===== config.mk =====
export PLATFORM = sky130hd
export DESIGN_NAME = dcw_core
export DESIGN_NICKNAME = d
export VERILOG_FILES = /design/src/common/dcw_pkg.sv /design/src/hdl/dcw_timer.sv /design/src/hdl/dcw_core.sv
export SDC_FILE = /design/constraint.sdc
export NUM_CORES = 1
export LEC_CHECK = 0
export BUFFER_PORTS_ARGS = -buffer_cell sky130_fd_sc_hd__buf_2
export CORE_AREA = 2 2 123 125
export DETAILED_ROUTE_END_ITERATION = 10
export DIE_AREA = 0 0 125 127
export PLACE_DENSITY = 0.75
export SYNTH_ARGS = -nofsm -noshare
export SYNTH_HDL_FRONTEND = slang
export SYNTH_SLANG_ARGS = --single-unit

===== constraint.sdc =====
create_clock -name clock -period 2.41 [get_ports clock]
set_input_delay 0.482 -clock clock [delete_from_list [all_inputs] [get_ports clock]]
set_output_delay 0.482 -clock clock [all_outputs]
set_load 0.1 [all_outputs]

===== src/common/dcw_pkg.sv =====
// Constants for the disk controller command and status word block
package dcw_pkg;
	// ****************************************
	// Command word fields
	// ****************************************
	localparam int HEAD_CODE_LSB = 0;
	localparam int HEAD_CODE_W = 4;
	localparam int RETURN_TO_ZERO_BIT = 6;
	localparam int CYL_MARK_BIT = 13;
	localparam int HEAD_MARK_BIT = 14;
	localparam int CTRL_MARK_BIT = 15;
	localparam logic [3:0] HEAD_COUNT = 4'he;
	// ****************************************
	// Address word fields
	// ****************************************
	localparam int SECT_LSB = 0;
	localparam int SECT_W = 6;
	localparam int AHEAD_BIT = 6;
	localparam int CYL_LSB = 7;
	localparam int CYL_W = 9;
	localparam logic [5:0] SECT_COUNT = 6'h28;
	// ****************************************
	// Error words
	// ****************************************
	localparam int EPOS_W = 13;
	localparam int EPAT_W = 11;
	// ****************************************
	// Register offsets
	// ****************************************
	localparam logic [3:0] OFF_CMD = 4'h0;
	localparam logic [3:0] OFF_ADDR = 4'h1;
	localparam logic [3:0] OFF_CSTAT = 4'h2;
	localparam logic [3:0] OFF_CUR = 4'h3;
	localparam logic [3:0] OFF_CART0 = 4'h4;
	localparam logic [3:0] OFF_CART1 = 4'h5;
	localparam logic [3:0] OFF_FIX0 = 4'h6;
	localparam logic [3:0] OFF_FIX1 = 4'h7;
	localparam logic [3:0] OFF_EPOS = 4'h8;
	localparam logic [3:0] OFF_EPAT = 4'h9;
	// ****************************************
	// Status word layout
	// ****************************************
	localparam int ST_DONE_BIT = 16;
	localparam int ST_OK_BIT = 17;
	localparam int ST_TMO_BIT = 18;
	localparam int ST_CHG_BIT = 19;
	localparam int ST_FLT_LSB = 20;
	localparam int ST_FLT_W = 3;
	localparam int ST_IRQ_BIT = 23;
	localparam int ST_BUSY_BIT = 24;
	// ****************************************
	// Timing
	// ****************************************
	localparam int CLK_HZ = 10000000;
	localparam int TIMEOUT_MS = 150;
	localparam longint TIMEOUT_CYC = longint'(CLK_HZ) * TIMEOUT_MS / 1000;
	typedef enum logic [1:0] {
		DCW_IDLE = 2'b00,
		DCW_RUN = 2'b01,
		DCW_DONE = 2'b10
	} dcw_state_t;
endpackage


===== src/hdl/dcw_timer.sv =====
// Function time limit counter
`timescale 1ns/100ps
module dcw_timer #(
	parameter int W = 21
) (
	// Clock and reset
	input wire logic clock,
	input wire logic reset_n,
	// Control
	input wire logic start,
	input wire logic stop,
	input wire logic [W-1:0] limit,
	// Result
	output logic expired
);
	logic [W-1:0] cnt_q;
	logic run_q;

	always_ff @(posedge clock or negedge reset_n) begin
		if (!reset_n) begin
			cnt_q <= '0;
			run_q <= 1'b0;
			expired <= 1'b0;
		end else if (start) begin
			cnt_q <= '0;
			run_q <= 1'b1;
			expired <= 1'b0;
		end else if (stop) begin
			run_q <= 1'b0;
			expired <= 1'b0;
		end else if (run_q) begin
			cnt_q <= cnt_q + 1'b1;
			expired <= (cnt_q + 1'b1 >= limit);
			if (cnt_q + 1'b1 >= limit) begin
				run_q <= 1'b0;
			end
		end else begin
			expired <= 1'b0;
		end
	end
endmodule


===== src/hdl/dcw_core.sv =====
// Command interpreter and status word generator of the disk controller
// ****************************************
// ****************************************
`timescale 1ns/100ps
module dcw_core #(
	parameter longint TIMEOUT_CYCLES = dcw_pkg::TIMEOUT_CYC
) (
	// Clock and reset
	input wire logic clock,
	input wire logic reset_n,
	// Register port
	input wire logic [3:0] addr,
	input wire logic [31:0] wdata,
	input wire logic wr,
	input wire logic rd,
	output logic [31:0] rdata,
	// Drive side events
	input wire logic xfer_done,
	input wire logic [15:0] last_addr,
	input wire logic func_done,
	input wire logic func_ok,
	input wire logic drive_change,
	input wire logic [2:0] fault_type,
	input wire logic [15:0] cart_status,
	input wire logic [15:0] fixed_status,
	input wire logic read_error,
	input wire logic [12:0] err_position,
	input wire logic [10:0] err_pattern,
	// Drive commands
	output logic recal_pulse,
	output logic head_sel_pulse,
	output logic [3:0] head_code,
	output logic xfer_start,
	output logic [15:0] start_addr,
	// Interrupt request to the system bus
	output logic slow_interrupt_request
);
	localparam int TW = 32;
	dcw_pkg::dcw_state_t state_q;
	logic [15:0] ctrl_q;
	logic [15:0] cur_addr_q;
	logic done_q, ok_q, tmo_q, chg_q;
	logic [2:0] flt_q;
	logic [12:0] epos_q;
	logic [10:0] epat_q;
	logic expired;
	logic cmd_wr, is_head, is_recal, is_ctrl;

	// ****************************************
	// Command decode
	// ****************************************
	assign cmd_wr = wr && addr == dcw_pkg::OFF_CMD;
	assign is_head = wdata[dcw_pkg::HEAD_MARK_BIT] && !wdata[dcw_pkg::CYL_MARK_BIT]
		&& !wdata[dcw_pkg::CTRL_MARK_BIT];
	assign is_ctrl = wdata[dcw_pkg::CTRL_MARK_BIT] && !wdata[dcw_pkg::CYL_MARK_BIT]
		&& !wdata[dcw_pkg::HEAD_MARK_BIT];
	assign is_recal = is_ctrl && wdata[dcw_pkg::RETURN_TO_ZERO_BIT];

	always_ff @(posedge clock or negedge reset_n) begin
		if (!reset_n) begin
			recal_pulse <= 1'b0;
			head_sel_pulse <= 1'b0;
			head_code <= 4'h0;
		end else begin
			recal_pulse <= cmd_wr && is_recal;
			head_sel_pulse <= cmd_wr && is_head && wdata[3:0] < dcw_pkg::HEAD_COUNT;
			if (cmd_wr && is_head) begin
				head_code <= wdata[dcw_pkg::HEAD_CODE_LSB +: dcw_pkg::HEAD_CODE_W];
			end
		end
	end

	// Last command word of any kind kept for the status echo
	always_ff @(posedge clock or negedge reset_n) begin
		if (!reset_n) begin
			ctrl_q <= 16'h0000;
		end else if (cmd_wr) begin
			ctrl_q <= wdata[15:0];
		end
	end

	// ****************************************
	// Address words
	// ****************************************
	always_ff @(posedge clock or negedge reset_n) begin
		if (!reset_n) begin
			start_addr <= 16'h0000;
			xfer_start <= 1'b0;
		end else begin
			xfer_start <= wr && addr == dcw_pkg::OFF_ADDR
				&& wdata[dcw_pkg::SECT_LSB +: dcw_pkg::SECT_W] < dcw_pkg::SECT_COUNT;
			if (wr && addr == dcw_pkg::OFF_ADDR) begin
				start_addr <= wdata[15:0];
			end
		end
	end

	// Same layout as the address word, so the drive's last address is kept unchanged
	always_ff @(posedge clock or negedge reset_n) begin
		if (!reset_n) begin
			cur_addr_q <= 16'h0000;
		end else if (xfer_done) begin
			cur_addr_q <= last_addr;
		end
	end

	// ****************************************
	// Function sequencing and time limit
	// ****************************************
	dcw_timer #(.W(TW)) u_timer (
		.clock(clock),
		.reset_n(reset_n),
		.start(cmd_wr),
		.stop(func_done),
		.limit(TW'(TIMEOUT_CYCLES)),
		.expired(expired)
	);

	always_ff @(posedge clock or negedge reset_n) begin
		if (!reset_n) begin
			state_q <= dcw_pkg::DCW_IDLE;
			done_q <= 1'b0;
			ok_q <= 1'b0;
			tmo_q <= 1'b0;
		end else begin
			case (state_q)
				dcw_pkg::DCW_IDLE, dcw_pkg::DCW_DONE: begin
					if (cmd_wr) begin
						state_q <= dcw_pkg::DCW_RUN;
						done_q <= 1'b0;
						ok_q <= 1'b0;
						tmo_q <= 1'b0;
					end
				end
				dcw_pkg::DCW_RUN: begin
					if (cmd_wr) begin
						ok_q <= 1'b0;
					end else if (func_done) begin
						state_q <= dcw_pkg::DCW_DONE;
						done_q <= 1'b1;
						ok_q <= func_ok;
					end else if (expired) begin
						state_q <= dcw_pkg::DCW_DONE;
						done_q <= 1'b1;
						tmo_q <= 1'b1;
					end
				end
				default: state_q <= dcw_pkg::DCW_IDLE;
			endcase
		end
	end

	// Drive change is sticky; set wins over a clearing status read
	always_ff @(posedge clock or negedge reset_n) begin
		if (!reset_n) begin
			chg_q <= 1'b0;
			flt_q <= 3'h0;
		end else begin
			if (drive_change) begin
				chg_q <= 1'b1;
			end else if (rd && addr == dcw_pkg::OFF_CSTAT) begin
				chg_q <= 1'b0;
			end
			if (fault_type != 3'h0) begin
				flt_q <= fault_type;
			end else if (cmd_wr) begin
				flt_q <= 3'h0;
			end
		end
	end

	// Slow request raised on completion or drive change, dropped on status read
	always_ff @(posedge clock or negedge reset_n) begin
		if (!reset_n) begin
			slow_interrupt_request <= 1'b0;
		end else if ((state_q == dcw_pkg::DCW_RUN && (func_done || expired)) || drive_change) begin
			slow_interrupt_request <= 1'b1;
		end else if (rd && addr == dcw_pkg::OFF_CSTAT) begin
			slow_interrupt_request <= 1'b0;
		end
	end

	// ****************************************
	// Error words
	// ****************************************
	always_ff @(posedge clock or negedge reset_n) begin
		if (!reset_n) begin
			epos_q <= 13'h0000;
			epat_q <= 11'h000;
		end else if (read_error) begin
			epos_q <= err_position;
			epat_q <= err_pattern;
		end
	end

	// ****************************************
	// Read port
	// ****************************************
	always_ff @(posedge clock or negedge reset_n) begin
		if (!reset_n) begin
			rdata <= 32'h00000000;
		end else if (rd) begin
			case (addr)
				dcw_pkg::OFF_CMD: rdata <= {16'h0000, ctrl_q};
				dcw_pkg::OFF_ADDR: rdata <= {16'h0000, start_addr};
				dcw_pkg::OFF_CSTAT: begin
					rdata <= {7'h00, state_q == dcw_pkg::DCW_RUN, slow_interrupt_request,
						flt_q, chg_q, tmo_q, ok_q, done_q, ctrl_q};
				end
				dcw_pkg::OFF_CUR: rdata <= {16'h0000, cur_addr_q};
				dcw_pkg::OFF_CART0: rdata <= {24'h000000, cart_status[7:0]};
				dcw_pkg::OFF_CART1: rdata <= {24'h000000, cart_status[15:8]};
				dcw_pkg::OFF_FIX0: rdata <= {24'h000000, fixed_status[7:0]};
				dcw_pkg::OFF_FIX1: rdata <= {24'h000000, fixed_status[15:8]};
				dcw_pkg::OFF_EPOS: rdata <= {19'h00000, epos_q};
				dcw_pkg::OFF_EPAT: rdata <= {19'h00000, 2'b00, epat_q};
				default: rdata <= 32'h00000000;
			endcase
		end else begin
			rdata <= 32'h00000000;
		end
	end

	// ****************************************
	// Assertions
	// ****************************************
	property p_recal;
		@(posedge clock) disable iff (!reset_n)
		(wr && addr == dcw_pkg::OFF_CMD && wdata[15] && wdata[6] && !wdata[14] && !wdata[13])
		|=> recal_pulse;
	endproperty
	a_recal: assert property (p_recal) else $error("recal not issued");

	property p_head;
		@(posedge clock) disable iff (!reset_n)
		(wr && addr == dcw_pkg::OFF_CMD && wdata[14] && !wdata[13] && !wdata[15])
		|=> head_code == $past(wdata[3:0]);
	endproperty
	a_head: assert property (p_head) else $error("head code wrong");

	property p_headmark;
		@(posedge clock) disable iff (!reset_n)
		head_sel_pulse |-> $past(wdata[14]);
	endproperty
	a_headmark: assert property (p_headmark) else $error("head select without mark");

	property p_echo;
		@(posedge clock) disable iff (!reset_n)
		(wr && addr == dcw_pkg::OFF_CMD) ##1 (rd && addr == dcw_pkg::OFF_CSTAT && !wr)
		|=> rdata[15:0] == $past(wdata[15:0], 2);
	endproperty
	a_echo: assert property (p_echo) else $error("status echo wrong");

	property p_cur;
		@(posedge clock) disable iff (!reset_n)
		xfer_done ##1 (rd && addr == dcw_pkg::OFF_CUR && !xfer_done)
		|=> rdata == {16'h0000, $past(last_addr, 2)};
	endproperty
	a_cur: assert property (p_cur) else $error("current address wrong");

	property p_epat;
		@(posedge clock) disable iff (!reset_n)
		$past(rd) && $past(addr) == dcw_pkg::OFF_EPAT |-> rdata[31:11] == 21'h000000;
	endproperty
	a_epat: assert property (p_epat) else $error("pattern high bits set");

	property p_epos;
		@(posedge clock) disable iff (!reset_n)
		$past(rd) && $past(addr) == dcw_pkg::OFF_EPOS |-> rdata[31:13] == 19'h00000;
	endproperty
	a_epos: assert property (p_epos) else $error("position too wide");

	property p_cart;
		@(posedge clock) disable iff (!reset_n)
		(rd && addr == dcw_pkg::OFF_CART1) |=> rdata == {24'h000000, $past(cart_status[15:8])};
	endproperty
	a_cart: assert property (p_cart) else $error("cartridge byte wrong");

	property p_tmo;
		@(posedge clock) disable iff (!reset_n)
		(state_q == dcw_pkg::DCW_RUN && expired && !func_done && !cmd_wr)
		|=> tmo_q && done_q && slow_interrupt_request;
	endproperty
	a_tmo: assert property (p_tmo) else $error("timeout not flagged");

	property p_ok;
		@(posedge clock) disable iff (!reset_n)
		(state_q == dcw_pkg::DCW_RUN && func_done && !cmd_wr) |=> ok_q == $past(func_ok);
	endproperty
	a_ok: assert property (p_ok) else $error("success flag wrong");

	property p_recal_src;
		@(posedge clock) disable iff (!reset_n)
		recal_pulse |-> $past(wr) && $past(addr) == dcw_pkg::OFF_CMD
			&& $past(wdata[15]) && $past(wdata[6]);
	endproperty
	a_recal_src: assert property (p_recal_src) else $error("recal without command");

	property p_xfer;
		@(posedge clock) disable iff (!reset_n)
		(wr && addr == dcw_pkg::OFF_ADDR && wdata[5:0] < dcw_pkg::SECT_COUNT)
		|=> xfer_start && start_addr == $past(wdata[15:0]);
	endproperty
	a_xfer: assert property (p_xfer) else $error("transfer start missing");

	property p_chg;
		@(posedge clock) disable iff (!reset_n)
		drive_change |=> chg_q && slow_interrupt_request;
	endproperty
	a_chg: assert property (p_chg) else $error("drive change lost");

	property p_errcap;
		@(posedge clock) disable iff (!reset_n)
		read_error |=> epos_q == $past(err_position) && epat_q == $past(err_pattern);
	endproperty
	a_errcap: assert property (p_errcap) else $error("error words not captured");

	c_recal: cover property (@(posedge clock) disable iff (!reset_n) recal_pulse);
	c_tmo: cover property (@(posedge clock) disable iff (!reset_n) tmo_q);
	c_done: cover property (@(posedge clock) disable iff (!reset_n) done_q && ok_q);
	c_err: cover property (@(posedge clock) disable iff (!reset_n) read_error);
endmodule


==> results.py <==
metrics = {
    "power": {
        "intPower_w": 0.004713,
        "ir_worst_vdd_v": 0.0005197,
        "switching_share": 0.3199,
        "power_density_nw_per_um2": 769.5,
        "p_sw_w": 0.002217,
        "clkPwrFrac": 0.382,
        "pwr-share-seq": 0.417,
        "power_leakage_nw": 4.293,
        "combPwrFrac": 0.201,
    },
    "worst_setup_path": {
        "startpoint_type": "flip-flop",
        "cp_num_buf_inv": 1,
        "timing.critical_path.from": "u_timer.cnt_q[0]",
        "cp_cell_sequence": "ha_1 > nand4_1 > buf_4 > nor4_4 > nor4bb_4 > o21ai_1 > a21o_1 > a221oi_2 > o311a_2",
        "cp_slowest_cell": "nor4_4",
        "cp.arrival_ps": 2700,
        "reg2reg_to": "u_timer.expired",
        "crit_fanout": 6,
        "max_stage_delay_ps": 440,
        "crit_family": "simple AND/OR/NAND/NOR gates",
        "reg2reg_slack_ps": 70,
        "critical_path_class": "flip-flop to flip-flop",
        "required_ps": 2770,
        "reg2reg_from": "u_timer.cnt_q[0]",
        "crit_path_end": "u_timer.expired",
        "end_kind": "flip-flop",
        "cp_num_cells": 9,
        "reg2regPathDepth": 9,
    },
    "detailed_routing": {
        "wl_mm": 19.00,
        "initialDrtViolationCount": 443,
        "wl_per_cell_um": 17.74,
        "via_per_inst": 5.733,
        "vias": 6140,
        "drc": 0,
        "detail_route.first_pass.iterations": 6,
        "ant_nets": 0,
    },
    "clock_tree": {
        "clock-sinks": 148,
        "cts_tree": "built",
        "path_clk_slew_ps": 60,
        "cts_root_buffer": "clkbuf_16",
        "cts_max_path_buffers": 2,
        "worstSkewPairLatency_ps": 420,
        "h-tree-depth": 4,
        "numCtsBuffers": 17,
    },
    "die": {
        "ios": 176,
        "die_w_um": 125,
        "die_h_um": 127,
        "num_rows": 44,
        "die_area_um2": 15880,
        "core_area_um2": 14420,
        "start_util": 0.4976,
    },
    "logic_synthesis": {
        "synth_most_common_cell": "dfrtp_1",
        "ys_seq_elements": 148,
        "async_flop_share": 1.000,
        "synth_top_area_share": 0.5160,
        "syn_avg_cell_area_um2": 10.37,
        "ys_types": 65,
        "yosysSeqAreaShare": 0.5160,
        "ys_top_cells_by_area": "dfrtp_1 52%, mux2_2 9.3%, nand2_1 5.0%",
        "synth-edff-count": 0,
        "syn-cell-area_um2": 7177,
        "synth_common_cells": "148 x dfrtp_1, 96 x nand2_1, 59 x mux2_2",
        "synth_ff_type": "dfrtp_1",
        "yosysWarnings": 0,
        "yosys.area.top_type": "dfrtp_1",
        "syn_inst": 692,
    },
    "placement": {
        "place.gp.congestion": 0.9442,
        "hpwl_mm": 13.17,
        "port_buffers": 152,
    },
    "timing": {
        "hold_viol": 0,
        "period_minus_slack_ps": 2337,
        "fin_crit_sh": 0.9698,
        "max-slew-margin-rel": 0.4999,
        "setup_viol": 0,
        "worst_pin_slew_ps": 748.3,
        "fmax_mhz": 427.9,
        "fin_worst_skew_ps": 8.113,
        "slew_violations": 0,
        "fin_tns_setup_ps": 0,
    },
    "global_route": {
        "track_usage": 0.2437,
        "overflow": 0,
        "antenna_found_initial": 3,
        "grt_pass1_wl_mm": 30.73,
        "grt_pass1_vias": 6044,
        "grt_max_degree": 56,
    },
    "cells_and_area": {
        "nets": 992,
        "fin_util": 0.6243,
        "areaGrowthSynthToFinish_pct": 25.47,
        "drive_gt1_frac": 0.3609,
    },
    "hold_path": {
        "hold_class": "primary input to async pin",
    },
    "run": {
        "cap_viol_max_count": 0,
    },
    "status": {
        "status": "finished clean",
    },
}
-- kinds of logic after synthesis --
family,count (synthesis),synth area share
AND/OR/NAND/NOR,275,0.1923
flip-flops,148,0.5160
AO/OA/AOI/OAI,118,0.1144
multiplexers,65,0.1009
buffers and inverters,55,0.03870
XOR/XNOR,29,0.03539
adder cells (fa/ha/maj),1,0.001743
other,1,0.0005225
-- layout make-up --
class | count | area (um2)
fillers | 1154 | 5419
flip-flops and latches | 148 | 3711
well taps | 184 | 230.2
repair buffers | 202 | 1192
clock buffers | 21 | 470.5
clock inverters | 11 | 125.1
diodes | 3 | 7.507
inverters | 7 | 26.28
multi-input cells | 495 | 3242
-- worst min-delay path by stage --
stage	start	end	slack, ps	cells past startpoint
final	reset_n	epos_q[10]	10	1
after global routing	reset_n	epos_q[10]	40	1
after CTS	reset_n	epos_q[10]	20	1
after detailed placement	chg_q	chg_q	460	1
after global placement	chg_q	chg_q	450	1
after floorplan	reset_n	chg_q	190	0
-- per-layer routing --
metal	vias to the layer above	track usage	share of wire
li1	2846	-	-
met3	44	0.04983	0.066
met1	3011	0.3275	0.43
met2	239	0.3846	0.48
met5	-	0	0
met4	0	0.1111	0.030
-- flip-flops by register name, summed over array words and instances, names as in the netlist, 2 cells and up --
| signal | count |
|---|---|
| state_q | 2 |
| head_code | 4 |
| cur_addr_q | 16 |
| epat_q | 11 |
| ctrl_q | 16 |
| flt_q | 3 |
| start_addr | 16 |
| u_timer.cnt_q | 32 |
| epos_q | 13 |
| rdata | 25 |
-- metrics by stage --
step	hold slack (ps)	total power [W]	area, um2	setup WS [ps]	cells
finish	13.52	0.006929	9005	72.85	1071
global route	43.69	0.007218	9002	-36.76	1070
CTS	24.12	0.006971	8915	53.23	1061
detailed placement	459.3	0.004319	8319	5.218	1029
global placement	451.9	0.004291	8319	72.80	1029
floorplan	186.4	0.003913	7199	139.3	698
-- worst reg2reg max path: cells and delay by family, from the launching register on --
family	cells	cell delay [ps]
flops	1	350
simple gates	3	800
buf+inv	1	170
fa+ha+maj	1	190
compound gates	4	770
-- cells in the final DEF (no fill, tap or decap), drive strengths merged, types with 3 or more instances in the layout --
master,n
a31o,4
mux2,59
and3,9
nand2b,4
buf,202
a22o,4
and2,7
mux2i,6
or2,4
clkbuf,21
nand2,96
a222oi,4
clkinv,6
conb,7
a21oi,24
a31oi,10
nor3,9
nor2b,4
nand4,20
a32oi,3
xnor2,7
dfrtp,148
and4,6
a22oi,17
nor2,58
inv,8
diode,3
xor2,22
o21ai,22
or3,11
nor4,8
nand3,30
a221oi,7
a2111oi,3
a32o,3
-- repair_timing --
item,4_1_cts,5_1_grt
pin swaps,1,6
hold endpoints to repair,0,0
gates resized for setup,0,10
setup endpoints to repair,1,2
hold buffers,0,0
buffers inserted,0,7
-- power groups by stage --
| stage | Sequential (W) | Clock (W) | Combinational, W |
|---|---|---|---|
| global placement | 0.00292 | 0 | 0.00137 |
| detailed placement | 0.00293 | 0 | 0.00139 |
| floorplan | 0.00349 | 0 | 0.000418 |
| CTS | 0.00289 | 0.00269 | 0.00139 |
| global route | 0.00292 | 0.00283 | 0.00147 |
| finish | 0.00289 | 0.00265 | 0.00139 |
No activity file was read; power rests on OpenSTA's default activity.
